### config.mk
export PLATFORM = sky130hd
export DESIGN_NAME = wdc_watchdog
export DESIGN_NICKNAME = d
export VERILOG_FILES = /design/src/rtl/wdc_pkg.sv /design/src/rtl/wdc_watchdog.sv
export VERILOG_INCLUDE_DIRS = /design/src /design/src/rtl
export SDC_FILE = /design/constraint.sdc
export NUM_CORES = 1
export LEC_CHECK = 0
export ABC_AREA = 1
export BUFFER_PORTS_ARGS = -buffer_cell sky130_fd_sc_hd__buf_2
export CAP_MARGIN = 20
export CORE_MARGIN = 2
export CORE_UTILIZATION = 35
export DETAILED_ROUTE_END_ITERATION = 7
export GPL_TIMING_DRIVEN = 0
export PLACE_DENSITY = 0.58
export SLEW_MARGIN = 30
export SYNTH_ARGS = -nofsm -noshare
export SYNTH_HDL_FRONTEND = slang
export SYNTH_SLANG_ARGS = --single-unit
### constraint.sdc
create_clock -name sys_clk -period 4.75 [get_ports sys_clk]
set_clock_uncertainty 0.05 [all_clocks]
set_input_delay 0.475 -clock sys_clk [delete_from_list [all_inputs] [get_ports sys_clk]]
set_output_delay 0.475 -clock sys_clk [all_outputs]
set_load 0.05 [all_outputs]
### src/rtl/wdc_defines.svh
// Register offsets, field positions and timing constants of the watchdog control block.
`ifndef WDC_DEFINES_SVH
`define WDC_DEFINES_SVH
`define WDC_ADDR_W        4
`define WDC_CTRL_OFF      4'h0
`define WDC_CAUSE_OFF     4'h1
`define WDC_BIT_FLAG      7
`define WDC_BIT_IE        6
`define WDC_BIT_SEL3      5
`define WDC_BIT_UNLOCK    4
`define WDC_BIT_RSTEN     3
`define WDC_BIT_CAUSE     0
`define WDC_CTRL_RESET    8'h00
`define WDC_UNLOCK_CYCLES 3'h4
`define WDC_SEL_MAX       4'h9
`define WDC_BASE_SHIFT    5'h0b
`define WDC_CNT_W         21
`define WDC_OSC_HZ        128000
`define WDC_SYS_HZ        20000000
`define WDC_MIN_TIMEOUT_MS 16
`define WDC_MAX_TIMEOUT_MS 8000
`define WDC_OSC_DIV       (`WDC_SYS_HZ / `WDC_OSC_HZ)
`endif

### src/rtl/wdc_pkg.sv
// Types shared by the watchdog control block.
package wdc_pkg;
  typedef enum logic [1:0] {
    WDC_STOPPED   = 2'h0,
    WDC_IRQ       = 2'h1,
    WDC_IRQ_RESET = 2'h3,
    WDC_RESET     = 2'h2
  } wdc_mode_e;

  typedef struct packed {
    logic [3:0] addr;
    logic [7:0] wdata;
    logic       wr;
    logic       rd;
  } wdc_bus_s;
endpackage

### src/rtl/wdc_watchdog.sv
// Watchdog time-out control with register port, unlock window and mode decode.
// What this block does
// - Interrupt request only when interrupt enable and global interrupt enable are set.
// - Fuse unprogrammed: mode decoded from reset enable and interrupt enable.
// - Combined mode: first time-out sets the flag and interrupts, no reset.
// - Vector taken clears interrupt enable and flag, leaving reset mode if reset enable is set, else stopped.
// - Combined mode: unserviced flag at next time-out causes system reset.
// - Fuse programmed forces system reset mode regardless of enable bits.
// - Clearing reset enable or changing select needs unlock bit set.
// - Unlock bit clears itself four system clocks after being written.
// - Reset enable reads and acts as one while reset cause flag is set.
// - Reset enable cannot clear while reset cause flag stays set.
// - Four-bit select: top bit at bit 5, lower bits at 2..0.
// - Codes 0..9 give 2048 doubling to 1048576 oscillator cycles.
// - Nominal periods span 16 ms to 8 s.
// - Counter advances on a 128 kHz oscillator tick, not system clock.
// - Writing one to the flag clears it.
// - Restart instruction clears the counter.
//
// Chosen here: the address map and the address-and-strobe port.
`timescale 1ns/1ps
`include "wdc_defines.svh"
module wdc_watchdog #(
  parameter int unsigned OSC_DIV = `WDC_OSC_DIV
) (
  input  wire logic                     sys_clk,
  input  wire logic                     rst_n,
  input  wire wdc_pkg::wdc_bus_s        bus,
  output logic [7:0]                    rdata,
  input  wire logic                     fuse_programmed_n,
  input  wire logic                     global_irq_enable,
  input  wire logic                     vector_taken,
  input  wire logic                     restart,
  input  wire logic                     cause_set,
  output logic                          irq_req,
  output logic                          sys_reset_req,
  output wdc_pkg::wdc_mode_e            mode
);

  // Time-out length in oscillator ticks for a select code.
  function automatic logic [`WDC_CNT_W-1:0] limit_of(input logic [3:0] sel);
    logic [3:0] s;
    s = (sel > `WDC_SEL_MAX) ? `WDC_SEL_MAX : sel;
    limit_of = `WDC_CNT_W'(1) << (`WDC_BASE_SHIFT + 5'(s));
  endfunction

  logic        flag_q, flag_d;
  logic        ie_q, ie_d;
  logic        rsten_q, rsten_d;
  logic        unlock_q, unlock_d;
  logic [3:0]  sel_q, sel_d;
  logic [2:0]  ucnt_q, ucnt_d;
  logic        cause_q, cause_d;
  logic [15:0] div_q;
  logic [`WDC_CNT_W-1:0] cnt_q;
  logic [7:0]  rdata_q;
  logic        rst_pulse_q;

  wire wr_ctrl  = bus.wr && (bus.addr == `WDC_CTRL_OFF);
  wire wr_cause = bus.wr && (bus.addr == `WDC_CAUSE_OFF);
  wire [3:0] sel_wr = {bus.wdata[`WDC_BIT_SEL3], bus.wdata[2:0]};
  wire rsten_eff = rsten_q || cause_q;
  wire fuse_on = !fuse_programmed_n;
  wire tick = (div_q == 16'(OSC_DIV - 1));
  wire [`WDC_CNT_W-1:0] limit = limit_of(sel_q);
  wire running = (mode != wdc_pkg::WDC_STOPPED);
  wire timeout = running && tick && (cnt_q == limit - `WDC_CNT_W'(1));
  wire [7:0] ctrl_rd = {flag_q, ie_q, sel_q[3], unlock_q, rsten_eff, sel_q[2:0]};

  assign mode = fuse_on ? wdc_pkg::WDC_RESET :
                wdc_pkg::wdc_mode_e'({rsten_eff, ie_q});

  wire irq_mode = (mode == wdc_pkg::WDC_IRQ) || (mode == wdc_pkg::WDC_IRQ_RESET);
  wire do_reset = timeout && ((mode == wdc_pkg::WDC_RESET) ||
                  ((mode == wdc_pkg::WDC_IRQ_RESET) && flag_q));
  wire set_flag = timeout && irq_mode && !do_reset;

  always_comb
  begin
    flag_d   = flag_q;
    ie_d     = ie_q;
    rsten_d  = rsten_q;
    unlock_d = unlock_q;
    sel_d    = sel_q;
    ucnt_d   = ucnt_q;
    cause_d  = cause_q;
    if (unlock_q)
    begin
      ucnt_d = ucnt_q + 3'h1;
      if (ucnt_q == `WDC_UNLOCK_CYCLES - 3'h1)
      begin
        unlock_d = 1'b0;
      end
    end
    if (wr_ctrl)
    begin
      ie_d = bus.wdata[`WDC_BIT_IE];
      if (bus.wdata[`WDC_BIT_FLAG])
      begin
        flag_d = 1'b0;
      end
      if (bus.wdata[`WDC_BIT_RSTEN])
      begin
        rsten_d = 1'b1;
      end
      else if (unlock_q && !cause_q)
      begin
        rsten_d = 1'b0;
      end
      if (unlock_q)
      begin
        sel_d = sel_wr;
      end
      if (bus.wdata[`WDC_BIT_UNLOCK])
      begin
        unlock_d = 1'b1;
        ucnt_d   = 3'h0;
      end
      else if (unlock_q)
      begin
        unlock_d = 1'b0;
      end
    end
    if (vector_taken)
    begin
      ie_d   = 1'b0;
      flag_d = 1'b0;
    end
    if (set_flag)
    begin
      flag_d = 1'b1;
    end
    if (wr_cause && !bus.wdata[`WDC_BIT_CAUSE])
    begin
      cause_d = 1'b0;
    end
    if (cause_set)
    begin
      cause_d = 1'b1;
    end
    if (fuse_on)
    begin
      rsten_d = 1'b1;
      ie_d    = 1'b0;
    end
  end

  always_ff @(posedge sys_clk)
  begin
    if (!rst_n)
    begin
      {flag_q, ie_q, unlock_q, rsten_q} <= 4'h0;
      sel_q   <= 4'h0;
      ucnt_q  <= 3'h0;
      cause_q <= 1'b0;
    end
    else
    begin
      flag_q   <= flag_d;
      ie_q     <= ie_d;
      rsten_q  <= rsten_d;
      unlock_q <= unlock_d;
      sel_q    <= sel_d;
      ucnt_q   <= ucnt_d;
      cause_q  <= cause_d;
    end
  end

  always_ff @(posedge sys_clk)
  begin
    if (!rst_n)
    begin
      div_q <= 16'h0;
      cnt_q <= '0;
    end
    else
    begin
      div_q <= tick ? 16'h0 : div_q + 16'h1;
      if (restart || !running || timeout)
      begin
        cnt_q <= '0;
      end
      else if (tick)
      begin
        cnt_q <= cnt_q + `WDC_CNT_W'(1);
      end
    end
  end

  always_ff @(posedge sys_clk)
  begin
    if (!rst_n)
    begin
      rdata_q     <= `WDC_CTRL_RESET;
      rst_pulse_q <= 1'b0;
    end
    else
    begin
      rst_pulse_q <= do_reset;
      if (bus.rd)
      begin
        rdata_q <= (bus.addr == `WDC_CTRL_OFF) ? ctrl_rd :
                   (bus.addr == `WDC_CAUSE_OFF) ? {7'h0, cause_q} : 8'h00;
      end
      else
      begin
        rdata_q <= 8'h00;
      end
    end
  end

  assign rdata         = rdata_q;
  assign sys_reset_req = rst_pulse_q;
  assign irq_req       = flag_q && ie_q && global_irq_enable;

  a_irq_gate: assert property (@(posedge sys_clk) disable iff (!rst_n)
    irq_req |-> (ie_q && global_irq_enable && flag_q))
    else $error("interrupt without enables");
  a_unlock_expire: assert property (@(posedge sys_clk) disable iff (!rst_n)
    $rose(unlock_q) |-> ##4 !unlock_q)
    else $error("unlock bit not cleared after four cycles");
  a_cause_holds: assert property (@(posedge sys_clk) disable iff (!rst_n)
    (bus.rd && (bus.addr == `WDC_CTRL_OFF) && cause_q) |=> rdata[`WDC_BIT_RSTEN])
    else $error("reset enable reads zero with cause set");
  a_fuse_mode: assert property (@(posedge sys_clk) disable iff (!rst_n)
    fuse_on |-> (mode == wdc_pkg::WDC_RESET))
    else $error("fuse did not force reset mode");
  a_first_irq: assert property (@(posedge sys_clk) disable iff (!rst_n)
    (timeout && mode == wdc_pkg::WDC_IRQ_RESET && !flag_q && !vector_taken)
      |=> (flag_q && !rst_pulse_q))
    else $error("first combined time-out did not interrupt");
  a_second_reset: assert property (@(posedge sys_clk) disable iff (!rst_n)
    (timeout && mode == wdc_pkg::WDC_IRQ_RESET && flag_q) |=> rst_pulse_q)
    else $error("unserviced time-out did not reset");
  a_vector_clear: assert property (@(posedge sys_clk) disable iff (!rst_n)
    (vector_taken && !set_flag) |=> (!flag_q && !ie_q))
    else $error("vector did not clear enable and flag");
  a_locked_sel: assert property (@(posedge sys_clk) disable iff (!rst_n)
    (wr_ctrl && !unlock_q) |=> $stable(sel_q))
    else $error("select changed while locked");
  a_restart_cnt: assert property (@(posedge sys_clk) disable iff (!rst_n)
    restart |=> (cnt_q == '0))
    else $error("restart did not clear counter");

  // Protection of reset enable and select.
  a_locked_rsten: assert property (@(posedge sys_clk) disable iff (!rst_n)
    (wr_ctrl && !unlock_q && rsten_q) |=> rsten_q)
    else $error("reset enable cleared while locked");
  a_cause_rsten: assert property (@(posedge sys_clk) disable iff (!rst_n)
    (cause_q && rsten_q) |=> rsten_q)
    else $error("reset enable cleared with cause set");
  a_unlock_sel: assert property (@(posedge sys_clk) disable iff (!rst_n)
    (wr_ctrl && unlock_q) |=> (sel_q == $past(sel_wr)))
    else $error("unlocked write did not update select");
  a_unlock_arm: assert property (@(posedge sys_clk) disable iff (!rst_n)
    (wr_ctrl && bus.wdata[`WDC_BIT_UNLOCK]) |=> unlock_q)
    else $error("unlock bit not set by write");
  a_cause_sticky: assert property (@(posedge sys_clk) disable iff (!rst_n)
    cause_set |=> cause_q)
    else $error("cause flag not set");

  // Flag handling and time-out actions.
  a_flag_set: assert property (@(posedge sys_clk) disable iff (!rst_n)
    set_flag |=> flag_q)
    else $error("time-out did not set flag");
  a_flag_wclear: assert property (@(posedge sys_clk) disable iff (!rst_n)
    (wr_ctrl && bus.wdata[`WDC_BIT_FLAG] && !set_flag) |=> !flag_q)
    else $error("write one did not clear flag");
  a_vector_mode: assert property (@(posedge sys_clk) disable iff (!rst_n)
    (vector_taken && rsten_eff && !wr_ctrl) |=> (mode == wdc_pkg::WDC_RESET))
    else $error("vector did not leave reset mode");
  a_stopped_quiet: assert property (@(posedge sys_clk) disable iff (!rst_n)
    (mode == wdc_pkg::WDC_STOPPED) |=> !sys_reset_req)
    else $error("stopped watchdog requested reset");
  a_irq_no_reset: assert property (@(posedge sys_clk) disable iff (!rst_n)
    (timeout && (mode == wdc_pkg::WDC_IRQ)) |=> !sys_reset_req)
    else $error("interrupt mode requested reset");
  a_fuse_forces: assert property (@(posedge sys_clk) disable iff (!rst_n)
    fuse_on |=> (rsten_q && !ie_q))
    else $error("fuse did not force enable bits");
  a_reset_pulse: assert property (@(posedge sys_clk) disable iff (!rst_n)
    sys_reset_req |=> !sys_reset_req)
    else $error("reset request longer than one cycle");

  // Register port read data.
  a_rdata_idle: assert property (@(posedge sys_clk) disable iff (!rst_n)
    !bus.rd |=> (rdata == 8'h00))
    else $error("read data not idle");
  a_unmapped_read: assert property (@(posedge sys_clk) disable iff (!rst_n)
    (bus.rd && (bus.addr > `WDC_CAUSE_OFF)) |=> (rdata == 8'h00))
    else $error("unmapped read returned data");

  c_irq_mode: cover property (@(posedge sys_clk) disable iff (!rst_n) set_flag);
  c_vector: cover property (@(posedge sys_clk) disable iff (!rst_n)
    vector_taken && flag_q);
  c_fuse_reset: cover property (@(posedge sys_clk) disable iff (!rst_n)
    fuse_on && timeout);
  c_reset: cover property (@(posedge sys_clk) disable iff (!rst_n) do_reset);
  c_unlock_sel: cover property (@(posedge sys_clk) disable iff (!rst_n)
    wr_ctrl && unlock_q && (sel_wr != sel_q));

endmodule

==> flow_summary.json <==
{
  "status": "finished, final reports clean",
  "crit_fanout": 10,
  "fin_nets": 561,
  "hold_end": "ie_q",
  "endpoint_kind": "flop",
  "cp.arrival_ns": 2.23,
  "synth_edf_count": 0,
  "portBuffers": 31,
  "nFillCells": 984,
  "final_cells": 651,
  "via_per_inst": 4.73,
  "cts_buffer_depth": 2,
  "first_iter_violations": 99,
  "firstDrtPassIters": 4,
  "slowest_delay_ns": 0.38,
  "fin_ws_ns": 2.69,
  "gp_congestion": 0.827,
  "clkTransAtPathRegs_ns": 0.07,
  "tritoncts": "built",
  "grt_pass1_vias": 2865,
  "final_antenna_net_count": 0,
  "setup_viol": 0,
  "hold_path_depth": 2,
  "syn_avg_cell_area_um2": 6.58,
  "fmax_ghz": 0.484,
  "crit_slowest_cell": "dfxtp_1",
  "fp.dieW_um": 100,
  "tns_ns": 0,
  "antenna_found_initial": 0,
  "ff2ff_setup_slack_ns": 2.69,
  "layout-drive-gt1-share_pct": 13.3,
  "crit_type": "flop to flop",
  "min_from": "vector_taken",
  "die_height_um": 100,
  "ir_worst_vdd_v": 0.000144,
  "syn_inst": 492,
  "ys.flop_type": "dfxtp_1",
  "critPathRequiredTime_ns": 4.92,
  "boundaryPins": 33,
  "n_antenna_cell": 0,
  "yosys-top-cells-area": "dfxtp_1 36%, nand2_1 12%, nor2_1 10%, inv_1 8.0%, nand3_1 6.7%",
  "p_per_area_nw_per_um2": 290,
  "path_cells": "ha_1, inv_1, nor2_1, nand2_1, nor2_1, nand3_1, nor2_1, nand2_1, nor2_2, nand3_1, nand3_2, buf_6, nor2_1",
  "finalWirelength_um": 7280,
  "async_flop_share_pct": 0,
  "design_area_um2": 3780,
  "cts_setup_buffers": 0,
  "syn_to_final_growth_pct": 16.7,
  "grt_pass1_wl_um": 12500,
  "grt_overflow": 0,
  "hold_slack_ns": 0.264,
  "post-route-util_pct": 41.5,
  "yosysTopAreaCellShare_pct": 35.9,
  "reg2reg_depth": 13,
  "row_count": 35,
  "place_hpwl_um": 5650,
  "final_hold_viol_count": 0,
  "dp_cells": 635,
  "yosys_warnings": 0,
  "rsz0062_at_grt": "false",
  "wl_per_cell_um": 11.2,
  "vias": 3081,
  "cp-start-kind": "flop",
  "crit_family": "simple AND/OR/NAND/NOR gates",
  "drv_slew": 0,
  "synth_most_common_cell": "nand2_1",
  "clkSinkCount": 58,
  "period_needed_ns": 2.06,
  "cts_resized": 0,
  "cts_inserted_buffers": 9,
  "rr_endpoint": "cnt_q[15]",
  "fin_crit_sh_pct": 43.5,
  "reg2reg_from": "div_q[0]",
  "cp_num_buf_inv": 2,
  "grt_util_all_layers_pct": 15.5,
  "route.detailed.drc": 0,
  "ys_types": 36,
  "synth-seq-cells": 58,
  "drv_cap": 0,
  "ys_seq_area_share_pct": 35.9,
  "placed_area_um2": 3530,
  "post_synth_instance_area_um2": 3240,
  "finalPower_mw": 1.09,
  "p_leak_nw": 1.61,
  "synth_commonest_cells": "103 x nand2_1, 86 x nor2_1, 69 x inv_1, 58 x dfxtp_1, 43 x nand3_1",
  "grt_max_degree": 11,
  "coreArea_um2": 9110,
  "holdBufCountCts": 0,
  "path_common_cell": "nor2_1",
  "place_ws_ns": 2.70,
  "clk_latency_ns": 0.33,
  "hold_class": "primary input to flop",
  "start_util_pct": 35.5,
  "cts_max_level": 3,
  "cts-root-buf": "clkbuf_8",
  "dieArea_um2": 10000,
  "synth_largest_area_cell": "dfxtp_1"
}
-- flip-flops by register name (all words and copies together) (netlist names) --
signal	cells
cnt_q	21
cause_q	1
div_q	16
sys_reset_req	1
sel_q	4
rdata	8
ucnt_q	3
unlock_q	1
flag_q	1
rsten_q	1
ie_q	1
-- worst max-delay path by stage --
stage / from / end / depth (start not counted)
6_report: div_q[0] / cnt_q[15] / 13
5_1_grt: div_q[0] / cnt_q[10] / 13
4_1_cts: div_q[0] / cnt_q[15] / 13
3_5_place_dp: div_q[0] / cnt_q[15] / 13
3_3_place_gp: div_q[0] / cnt_q[15] / 13
2_1_floorplan: global_irq_enable / irq_req / 2
-- kinds of logic after synthesis --
logic type               after synthesis  share of synthesized area [%]
AND/OR/NAND/NOR                      282                           39.2
buffers and inverters                 82                           10.3
XOR/XNOR                              19                           5.14
flip-flops                            58                           35.9
AO/OA/AOI/OAI                         45                           7.42
other                                  1                          0.116
adder cells (fa/ha/maj)                5                           1.93
-- per-layer routing --
metal / global-route usage (%) / vias to the layer above / part of all wire [%]
met4: 6.32 / 0 / 1.8
met5: 0 / - / 0
met2: 25.5 / 53 / 46
met3: 3.62 / 11 / 4.4
met1: 19.6 / 1376 / 48
li1: - / 1641 / -
-- cell type report --
cell class	instances	area, um^2	area share, %
timing repair buffer	31	155	4.11
clock buffer	12	145	3.84
multi-input combinational	353	1750	46.2
tap	111	139	3.68
sequential	58	1160	30.7
inverter	73	274	7.25
clock inverter	4	98.8	2.62
buffer	9	58.8	1.56
-- cells in the final DEF (no fill, tap or decap), drive strengths merged, types with 3 or more instances in the layout --
master,synthesis,layout
a21oi,31,31
buf,7,38
dfxtp,58,58
bufinv,0,3
nand2,105,105
ha,5,5
nor2,91,91
nor4,4,4
o21ai,10,10
nand4,13,13
inv,73,73
xor2,17,17
nor3,21,21
nand3,44,44
clkbuf,2,14
-- power by group --
part | internal, mW | switching, mW | leakage (nW) | total (mW)
Sequential | 0.490 | 0.00344 | 0.468 | 0.494
Combinational | 0.0163 | 0.0271 | 1.02 | 0.0434
Clock | 0.364 | 0.192 | 0.121 | 0.557
Total | 0.871 | 0.223 | 1.61 | 1.09
Power figures use the tool's default switching activity.
